==> config.mk <==
export PLATFORM = sky130hd
export DESIGN_NAME = cl_error_status_flags
export DESIGN_NICKNAME = d
export VERILOG_FILES = /design/src/shared/cl_flags_pkg.sv /design/src/rtl/cl_error_status_flags.sv
export SDC_FILE = /design/constraint.sdc
export NUM_CORES = 1
export LEC_CHECK = 0
export BUFFER_PORTS_ARGS = -buffer_cell sky130_fd_sc_hd__buf_2
export CORE_MARGIN = 2
export CORE_UTILIZATION = 42
export DETAILED_ROUTE_END_ITERATION = 8
export PLACE_DENSITY = 0.74
export SLEW_MARGIN = 0
export SYNTH_ARGS = -nofsm -noshare
export SYNTH_HDL_FRONTEND = slang
export SYNTH_HIERARCHICAL = 1
export SYNTH_SLANG_ARGS = --single-unit
==> constraint.sdc <==
create_clock -name mclk_i -period 1.5 [get_ports mclk_i]
set_input_delay 0.15 -clock mclk_i [delete_from_list [all_inputs] [get_ports mclk_i]]
set_output_delay 0.15 -clock mclk_i [all_outputs]
set_load 0.01 [all_outputs]
==> src/shared/cl_flags_pkg.sv <==
package cl_flags_pkg;
   // register map, addresses as printed
   localparam logic [7:0] ADDR_ERROR = 8'h0A;
   localparam logic [7:0] ADDR_STATUS = 8'h0B;
   // error register bit positions
   localparam int BIT_NVM = 7;
   localparam int BIT_WRV = 6;
   localparam int BIT_OVF = 5;
   localparam int BIT_SHORT = 4;
   localparam int BIT_EMPTY = 3;
   localparam int BIT_COLL = 2;
   localparam int BIT_PROT = 1;
   localparam int BIT_INTEG = 0;
   // status register bit positions
   localparam int BIT_CIPHER = 5;
   // collision position register: valid marker above the position field
   localparam int BIT_POS_VALID = 7;
   // frame length limits
   localparam logic [3:0] MIN_FRAME_BITS = 4'h4;
   localparam logic [1:0] MIN_EMD_BYTES = 2'h3;
   localparam logic [7:0] ZERO_BYTE = 8'h00;
   // link state codes as reported in status bits 2..0
   typedef enum logic [2:0] {
      LS_IDLE = 3'h0,
      LS_TX_WAIT = 3'h1,
      LS_TRANSMIT = 3'h3,
      LS_RX_WAIT = 3'h5,
      LS_WAIT_DATA = 3'h6,
      LS_RECEIVE = 3'h7
   } link_state_type;
   // command kinds started by the command decoder
   typedef enum logic [1:0] {
      CMD_OTHER = 2'h0,
      CMD_RECEIVE = 2'h1,
      CMD_TRANSCEIVE = 2'h2,
      CMD_AUTH = 2'h3
   } cmd_kind_type;
endpackage

==> src/rtl/cl_error_status_flags.sv <==
`timescale 1ns/1ps
// Operation
// - set nvm error after failed memory command
// - flag buffer writes in forbidden phases
// - clear write violation at command start, or at flag store in multi-frame receive
// - overflow on full write, drop later writes
// - short frame error under four bits
// - drop short frames, keep decoder, no done
// - clear receive errors at receive phase
// - empty transmit error when buffer empty
// - collision flag, record first position
// - ignore collisions inside end symbol
// - protocol error stops reception
// - protocol error withholds last byte
// - integrity error, reception continues
// - collision also sets integrity optionally
// - cipher bit set by auth, host clears
// - report link state in status bits
// - error summary on selected error flags
module cl_error_status_flags
(
   input wire logic mclk_i,
   input wire logic nrst_i,
   // register port
   input wire logic reg_wr_i,
   input wire logic [7:0] reg_addr_i,
   input wire logic [7:0] reg_wdata_i,
   output logic [7:0] reg_rdata_o,
   // command engine
   input wire logic cmd_start_i,
   input wire cl_flags_pkg::cmd_kind_type cmd_kind_i,
   input wire cl_flags_pkg::link_state_type link_state_i,
   input wire logic multi_frame_receive_i,
   input wire logic err_flags_stored_i,
   input wire logic crc_tx_phase_i,
   input wire logic auth_ok_i,
   input wire logic nvm_done_i,
   input wire logic nvm_fail_i,
   input wire logic tx_needed_i,
   // buffer
   input wire logic host_buf_wr_i,
   input wire logic buf_full_i,
   input wire logic buf_empty_i,
   // receiver events
   input wire logic sof_seen_i,
   input wire logic frame_end_i,
   input wire logic [3:0] frame_bits_i,
   input wire logic [1:0] frame_bytes_i,
   input wire logic emd_suppress_i,
   input wire logic rx_byte_valid_i,
   input wire logic coll_i,
   input wire logic coll_in_eof_i,
   input wire logic [6:0] coll_pos_i,
   input wire logic collision_as_integrity_i,
   input wire logic proto_err_i,
   input wire logic integ_err_i,
   // outputs
   output logic buf_wr_accept_o,
   output logic rx_store_o,
   output logic rx_stop_o,
   output logic receive_done_flag_o,
   output logic receive_decoder_o,
   output logic [7:0] collision_position_reg_o,
   output logic error_summary_flag_o,
   output logic cipher_active_o
);
   wire logic [7:0] err_r;
   logic cipher_r;
   cl_flags_pkg::link_state_type state_r;
   logic rx_clr;
   logic wr_forbidden;
   logic short_frame;
   logic coll_hit;
   logic pos_valid;
   logic wr_err_set;
   logic wrv_clr;
   logic nvm_set;
   logic ovf_set;
   logic empty_set;
   logic integ_set;

   // receive-error clear: receive start, or transceive entering wait-data
   assign rx_clr = (cmd_start_i && cmd_kind_i == cl_flags_pkg::CMD_RECEIVE)
      || (cmd_kind_i == cl_flags_pkg::CMD_TRANSCEIVE
          && link_state_i == cl_flags_pkg::LS_WAIT_DATA
          && state_r != cl_flags_pkg::LS_WAIT_DATA);
   // buffer writes forbidden during crc, rx phases and authentication
   assign wr_forbidden = crc_tx_phase_i
      || link_state_i == cl_flags_pkg::LS_RX_WAIT
      || link_state_i == cl_flags_pkg::LS_WAIT_DATA
      || link_state_i == cl_flags_pkg::LS_RECEIVE
      || cmd_kind_i == cl_flags_pkg::CMD_AUTH;
   assign wr_err_set = host_buf_wr_i && wr_forbidden;
   assign ovf_set = host_buf_wr_i && buf_full_i;
   assign empty_set = tx_needed_i && buf_empty_i;
   // short frame: under four bits, or under three bytes with emd active
   assign short_frame = frame_end_i && sof_seen_i
      && (frame_bits_i < cl_flags_pkg::MIN_FRAME_BITS
          || (emd_suppress_i
              && frame_bytes_i < cl_flags_pkg::MIN_EMD_BYTES));
   assign coll_hit = coll_i && !coll_in_eof_i;
   assign integ_set = integ_err_i
      || (coll_hit && collision_as_integrity_i);

   // failed memory command sets, any finished one clears first
   assign nvm_set = nvm_done_i && nvm_fail_i;
   // multi-frame receive defers the clear until flags reach the buffer
   assign wrv_clr = multi_frame_receive_i ? err_flags_stored_i
      : cmd_start_i;
   // a recorded position is kept until the next receive clear
   assign pos_valid = collision_position_reg_o[cl_flags_pkg::BIT_POS_VALID];

   // each error bit is its own flop so every bit has a single owner;
   // a set in the clearing cycle wins, so no event is lost to a start
   // nvm bit follows the outcome of each finished memory command
   cl_sticky_flag u_cl_sticky_flag_nvm
   (
      .mclk_i(mclk_i),
      .nrst_i(nrst_i),
      .set_i(nvm_set),
      .clr_i(nvm_done_i),
      .flag_o(err_r[cl_flags_pkg::BIT_NVM])
   );

   // buffer write in a forbidden phase
   cl_sticky_flag u_cl_sticky_flag_wrv
   (
      .mclk_i(mclk_i),
      .nrst_i(nrst_i),
      .set_i(wr_err_set),
      .clr_i(wrv_clr),
      .flag_o(err_r[cl_flags_pkg::BIT_WRV])
   );

   // overflow stays until the next command so later writes drop
   cl_sticky_flag u_cl_sticky_flag_ovf
   (
      .mclk_i(mclk_i),
      .nrst_i(nrst_i),
      .set_i(ovf_set),
      .clr_i(cmd_start_i),
      .flag_o(err_r[cl_flags_pkg::BIT_OVF])
   );

   // short frame
   cl_sticky_flag u_cl_sticky_flag_short
   (
      .mclk_i(mclk_i),
      .nrst_i(nrst_i),
      .set_i(short_frame),
      .clr_i(rx_clr),
      .flag_o(err_r[cl_flags_pkg::BIT_SHORT])
   );

   // nothing to send
   cl_sticky_flag u_cl_sticky_flag_empty
   (
      .mclk_i(mclk_i),
      .nrst_i(nrst_i),
      .set_i(empty_set),
      .clr_i(cmd_start_i),
      .flag_o(err_r[cl_flags_pkg::BIT_EMPTY])
   );

   // collision outside the end symbol
   cl_sticky_flag u_cl_sticky_flag_coll
   (
      .mclk_i(mclk_i),
      .nrst_i(nrst_i),
      .set_i(coll_hit),
      .clr_i(rx_clr),
      .flag_o(err_r[cl_flags_pkg::BIT_COLL])
   );

   // protocol error
   cl_sticky_flag u_cl_sticky_flag_prot
   (
      .mclk_i(mclk_i),
      .nrst_i(nrst_i),
      .set_i(proto_err_i),
      .clr_i(rx_clr),
      .flag_o(err_r[cl_flags_pkg::BIT_PROT])
   );

   // integrity error, optionally fed by collisions
   cl_sticky_flag u_cl_sticky_flag_integ
   (
      .mclk_i(mclk_i),
      .nrst_i(nrst_i),
      .set_i(integ_set),
      .clr_i(rx_clr),
      .flag_o(err_r[cl_flags_pkg::BIT_INTEG])
   );

   // first collision position; later collisions keep the first one
   always_ff @(posedge mclk_i)
   begin
      if (!nrst_i)
      begin
         collision_position_reg_o <= cl_flags_pkg::ZERO_BYTE;
      end
      // a collision in the clearing cycle is recorded, not lost
      else if (coll_hit && (rx_clr || !pos_valid))
      begin
         collision_position_reg_o <= {1'b1, coll_pos_i};
      end
      else if (rx_clr)
      begin
         collision_position_reg_o <= cl_flags_pkg::ZERO_BYTE;
      end
   end

   // cipher: only authentication sets it, a host write of zero clears it
   always_ff @(posedge mclk_i)
   begin
      if (!nrst_i)
      begin
         cipher_r <= 1'b0;
      end
      else if (auth_ok_i && cmd_kind_i == cl_flags_pkg::CMD_AUTH)
      begin
         cipher_r <= 1'b1;
      end
      else if (reg_wr_i && reg_addr_i == cl_flags_pkg::ADDR_STATUS
               && !reg_wdata_i[cl_flags_pkg::BIT_CIPHER])
      begin
         cipher_r <= 1'b0;
      end
   end

   // registered copy of the engine state, also used to spot wait-data entry
   always_ff @(posedge mclk_i)
   begin
      if (!nrst_i)
      begin
         state_r <= cl_flags_pkg::LS_IDLE;
      end
      else
      begin
         state_r <= link_state_i;
      end
   end

   // datapath strobes toward buffer and receiver
   always_ff @(posedge mclk_i)
   begin
      if (!nrst_i)
      begin
         buf_wr_accept_o <= 1'b0;
         rx_store_o <= 1'b0;
         rx_stop_o <= 1'b0;
         receive_done_flag_o <= 1'b0;
         receive_decoder_o <= 1'b0;
      end
      else
      begin
         // writes are dropped while overflow stands, so contents survive
         buf_wr_accept_o <= host_buf_wr_i && !buf_full_i
            && !err_r[cl_flags_pkg::BIT_OVF];
         rx_store_o <= rx_byte_valid_i && !proto_err_i;
         rx_stop_o <= proto_err_i;
         // integrity errors do not stop the frame
         receive_done_flag_o <= (frame_end_i && !short_frame)
            || proto_err_i;
         // decoder stays armed after a discarded short frame
         if (link_state_i == cl_flags_pkg::LS_WAIT_DATA
             || link_state_i == cl_flags_pkg::LS_RECEIVE)
         begin
            receive_decoder_o <= !proto_err_i
               && !(frame_end_i && !short_frame);
         end
         else
         begin
            receive_decoder_o <= 1'b0;
         end
      end
   end

   // summary flag and cipher copy
   always_ff @(posedge mclk_i)
   begin
      if (!nrst_i)
      begin
         error_summary_flag_o <= 1'b0;
         cipher_active_o <= 1'b0;
      end
      else
      begin
         error_summary_flag_o <= err_r[cl_flags_pkg::BIT_WRV]
            | err_r[cl_flags_pkg::BIT_OVF] | err_r[cl_flags_pkg::BIT_PROT]
            | err_r[cl_flags_pkg::BIT_EMPTY]
            | err_r[cl_flags_pkg::BIT_INTEG];
         cipher_active_o <= cipher_r;
      end
   end

   // read data registered; reads change nothing
   always_ff @(posedge mclk_i)
   begin
      if (!nrst_i)
      begin
         reg_rdata_o <= cl_flags_pkg::ZERO_BYTE;
      end
      else
      begin
         case (reg_addr_i)
            cl_flags_pkg::ADDR_ERROR: reg_rdata_o <= err_r;
            cl_flags_pkg::ADDR_STATUS:
               reg_rdata_o <= {2'b00, cipher_r, 2'b00, state_r};
            default: reg_rdata_o <= cl_flags_pkg::ZERO_BYTE;
         endcase
      end
   end
endmodule // cl_error_status_flags

// one sticky flag; a set in the clearing cycle wins so no event is lost
module cl_sticky_flag
#(
   parameter logic RST_VAL = 1'b0
)
(
   input wire logic mclk_i,
   input wire logic nrst_i,
   input wire logic set_i,
   input wire logic clr_i,
   output logic flag_o
);
   // set has priority over clear
   always_ff @(posedge mclk_i)
   begin
      if (!nrst_i)
      begin
         flag_o <= RST_VAL;
      end
      else if (set_i)
      begin
         flag_o <= 1'b1;
      end
      else if (clr_i)
      begin
         flag_o <= 1'b0;
      end
   end
endmodule // cl_sticky_flag

; ---- Yosys cells after proc, flatten, opt, wreduce, memory -nomap -nowiden
; Index checks and enable logic that the tools add are counted.
[totals]
ff_bits = 35
word_cells = 102
input_bits = 57
out_inout_bits = 23
[op_classes]
mux = 18
order_cmp = 2
eq_ne = 9
n_reduce_logical = 50
bitwise_logic = 4
[op_table]
columns = op, n
row1 = logical AND 1 bit, 21
row2 = nonzero test 2 bit, 10
row3 = == test 8 x 4 -> 1 bit (second input constant), 2
row4 = 2-to-1 mux 8 bit, 2
row5 = one-hot mux 8 bit (2 select lines), 1
row6 = 2-to-1 mux 1 bit, 15
row7 = logical OR 1 bit, 10
row8 = == test 3 bit (second input constant), 3
row9 = logical NOT 1 bit, 8
row10 = == test 2 bit (second input constant), 2
row11 = less-than comparator 4 x 3 -> 1 bit (second input constant), 1
row12 = OR 1 bit, 4
row13 = inequality test 3 bit (second input constant), 1
row14 = == test 2 x 1 -> 1 bit (second input constant), 1
row15 = less-than comparator 2 bit (second input constant), 1
row16 = AND reduction 2 bit, 1

; ---- Logic depth before layout (Yosys ltp)
[logic_depth]
depth_word = 8
ltp_mapped = 5
mapped_depth_nobuf = 5

; ---- Hierarchy
; Netlist, hierarchy kept.
[modules_own_cells]
columns = mod, cells_each, area_per_inst_um2, seq_area_each_um2, n_inst
row1 = cl_error_status_flags, 92, 1003.5, 540.5, 1
row2 = cl_sticky_flag, 3, 41.3, 20.0, 8

; ---- Least setup slack after synthesis
; No wires, ideal clock.
[synth_timing]
kind = input-to-reg
start = input link_state_i[0]
end = register collision_position_reg_o[0]
slack_ps = 331
path_buffers = 1
setup_ps = 117
t_arrival_ps = 1052
required_ps = 1383
path_stages = 5
path_cell_list = and4bb_1 a31oi_4 and3_1 buf_6 a22o_1
[synth_between]
elab_chain_cells = 7
word_cells_on_any_way = 8
cone_classes = eq/ne: 1 / mux: 1 / reduce/logical: 6
[synth_lines]
columns = item, line
row1 = "start, declared", cl_error_status_flags.sv:32  ; input wire cl_flags_pkg::link_state_type link_state_i,
row2 = == test 3 bit (*), cl_error_status_flags.sv:85  ; && link_state_i == cl_flags_pkg::LS_WAIT_DATA
row3 = logical AND 1 bit (*), cl_error_status_flags.sv:85
row4 = logical AND 1 bit (*), cl_error_status_flags.sv:86  ; && state_r != cl_flags_pkg::LS_WAIT_DATA);
row5 = logical OR 1 bit (*), cl_error_status_flags.sv:84  ; || (cmd_kind_i == cl_flags_pkg::CMD_TRANSCEIVE
row6 = logical OR 1 bit, cl_error_status_flags.sv:203  ; else if (coll_hit && (rx_clr || !pos_valid))
row7 = logical AND 1 bit, cl_error_status_flags.sv:203
row8 = 2-to-1 mux 8 bit / nonzero test 2 bit (equally long branches), --
row9 = "end signal, assigned", cl_error_status_flags.sv:200  ; collision_position_reg_o <= cl_flags_pkg::ZERO_BYTE;
row10 = "end signal, assigned", cl_error_status_flags.sv:205  ; collision_position_reg_o <= {1'b1, coll_pos_i};
row11 = "end signal, assigned", cl_error_status_flags.sv:209  ; collision_position_reg_o <= cl_flags_pkg::ZERO_BYTE;
row12 = "end, declared", cl_error_status_flags.sv:63  ; output logic [7:0] collision_position_reg_o,
; Mark *: on every way between the ends. The rest lies on a longest branch, timed or not.
; A chain may end at the register's enable or synchronous reset.

; ---- Worst setup path in the final report
[layout_timing]
start = register state_r[0]
end = register collision_position_reg_o[1]
[layout_between]
elab_chain_cells = 6
word_cells_on_any_way = 7
cone_classes = eq/ne: 1 / mux: 1 / reduce/logical: 5
[layout_lines]
columns = item, line
row1 = "start, declared", cl_error_status_flags.sv:69  ; cl_flags_pkg::link_state_type state_r;
row2 = "start signal, assigned", cl_error_status_flags.sv:236  ; state_r <= cl_flags_pkg::LS_IDLE;
row3 = "start signal, assigned", cl_error_status_flags.sv:240  ; state_r <= link_state_i;
row4 = inequality test 3 bit (*), cl_error_status_flags.sv:86
row5 = logical AND 1 bit (*), cl_error_status_flags.sv:86
row6 = logical OR 1 bit (*), cl_error_status_flags.sv:84
row7 = logical OR 1 bit, cl_error_status_flags.sv:203
row8 = logical AND 1 bit, cl_error_status_flags.sv:203
row9 = 2-to-1 mux 8 bit / nonzero test 2 bit (equally long branches), --
; Marked as above.

==> out/results.ini <==
[job]
max-cap-violations=0

[yosys]
ys_async_sr_fraction_pct=0
syn_inst=116
synth_seq_cells=35
synth_flop_cell=dfxtp_1
synth_edf_count=0
synth_cell_types=33
syn_avg_cell_area_sq_um=11.5
synth_warnings=6
yosys.area.top_type=dfxtp_1
synthesis.area_sq_mm=0.00133
ys_seq_area_share_pct=52.5
synth_area_leaders=dfxtp_1 (53%), nor2b_4 (8.3%), a22o_1 (6.6%)
synth_top_area_share_pct=52.5
synth.net_count=173

[worst_setup_path]
slowest_delay_ns=0.34
critPathArrivalTime_ns=1.63
startpoint_type=flop
cp_slowest_cell=and3_1
crit_cells=4
crit_chain=nand3b_1 > a31oi_4 > and3_1 > a22o_1
critPathCaptureType=flop
rr_worst_depth=4
crit_start=state_r[0]
critPathTopFamily=simple AND/OR/NAND/NOR gates
timing.rr.start=state_r[0]
cp.required_ns=1.76
critPathKind=reg -> reg
crit_buf_inv=0
crit_fanout=7

[power]
pwr-share-seq_pct=60.7
internal_power_mw=1.26
power_leakage_nw=0.885
p_sw_share_pct=22.6
ir_drop_mv=0.448
pwr-share-comb_pct=13.4
powerDensity_mw_per_mm2=909
clockPowerShare_pct=25.9
power.net_switching_mw=0.369

[sta]
fin_ws_ns=0.136
hold-worst-slack_ns=0.0486
period_share_pct=90.9
setup_violations=0
setup_tns_ns=0
worstMarginPinSlew_ns=0.335
layout_min_cycle_time_ns=1.36
maxSlewHeadroom_pct=77.6
finalHoldViolations=0
rsz0062_at_grt=no
slew_violations=0
skew_ns=0.00323
fmax_mhz=733

[drt]
routed_via_density=4.76
vias=1129
totalWireLength_um=2750
drt-initial-drc-count=19
drc=0
postRouteAntennaNets=0
wl_per_cell_um=11.6
drt_pass1_iterations=4

[global_route]
grt_pass1_vias=1045
antenna_found_initial=0
grt_pass1_wl_um=4400
overflow=0
met1_usage_pct=18.5
gr-usage-all-layers_pct=16.6
grt_start_max_net_pins=11
use_met2_pct=28.9
gr-max-usage-layer=met2
met3_usage_pct=4.69

[place]
io_buffers=70
place.gp.congestion=0.733
hpwl_um=2240
place_ws_ns=0.143
place_area_sq_mm=0.00174

[worst_hold_path]
hold_depth=2
worstHoldPathType=in -> reg
min_from=coll_pos_i[3]

[final_layout]
mostFrequentLayoutCells=buf_2 (70), dfxtp_1 (35), and2_1 (11)
final_nets=251
num_antenna_cells=0
drive_gt1_share_pct=48.2
areaGrowthSynthToFinish_pct=34.2
mostFrequentLayoutCell=buf_2
top_regs=collision_position_reg_o x8, reg_rdata_o x8, state_r x3
fin_area_sq_mm=0.00179
final_core_util_pct=59.1

[clock_tree]
cts_tree=yes
ctsResizeCount=0
clkTransAtPathRegs_ns=0.09
clk_latency_ns=0.32
cts_made_buffers=5
root_buffer=clkbuf_4
h-tree-depth=2
cts_buffer_depth=2
clkSinkCount=35

[floorplanning]
io_pins=80
rows=20
core_sq_mm=0.00303
initial_utilization_pct=44.0
dieWidth_um=60.4
die_area_sq_mm=0.00364
die_y_um=60.4

[run_status]
status=finished, final reports clean

synthesized netlist by cell type, drive strengths merged, types with 2 or more instances:
library cell,n
and2,11
o21ai,3
nor2,5
nand4,3
and3b,2
a21oi,3
and3,2
nor2b,9
inv,4
o21a,9
a22o,10
nand2,3
dfxtp,35
a21boi,2
cell type report:
type	instances	area, sq um
inverters	4	15.0
clock buffers	6	41.3
well taps	44	55.1
flip-flops and latches	35	701
repair buffers	73	375
multi-input cells	75	603
fillers	266	1240
final timing paths:
path | end | slack [ns]
max | collision_position_reg_o[1] | 0.14
min | collision_position_reg_o[3] | 0.05
max reg2reg | collision_position_reg_o[1] | 0.14
min reg2reg | cipher_active_o | 0.46
layer usage:
metal	part of all wire [%]	routed length (um)
met1	41	1120
met2	49	1340
met3	8.7	240
met4	1.6	43
met5	0	0
stage by stage:
step | std cells | total power [mW]
global route | 237 | 1.74
CTS | 237 | 1.66
global placement | 230 | 1.22
detailed placement | 230 | 1.23
finish | 237 | 1.63
floorplan | 116 | 1.12
kinds of logic (layout without fill, tap and decap cells):
logic type	after synthesis	count (layout)	share of synthesized area (%)
multiplexers	1	1	0.844
buffers and inverters	6	83	2.25
AND/OR/NAND/NOR	44	44	26.3
flip-flops	35	35	52.5
AO/OA/AOI/OAI	30	30	18.1
repair_timing:
| item | CTS | global route |
|---|---|---|
| hold endpoints to repair | 1 | 0 |
| hold buffers | 1 | 0 |
| setup buffers | 0 | 0 |
power groups by stage:
stage                     clock network (mW)  logic [mW]  registers, mW
after global routing                   0.498       0.243          0.994
after floorplan                            0       0.101           1.02
after detailed placement                   0       0.219           1.01
final                                  0.422       0.218          0.989
after global placement                     0       0.212           1.01
after CTS                              0.448       0.222          0.990
(Power assumes the default switching activity.)
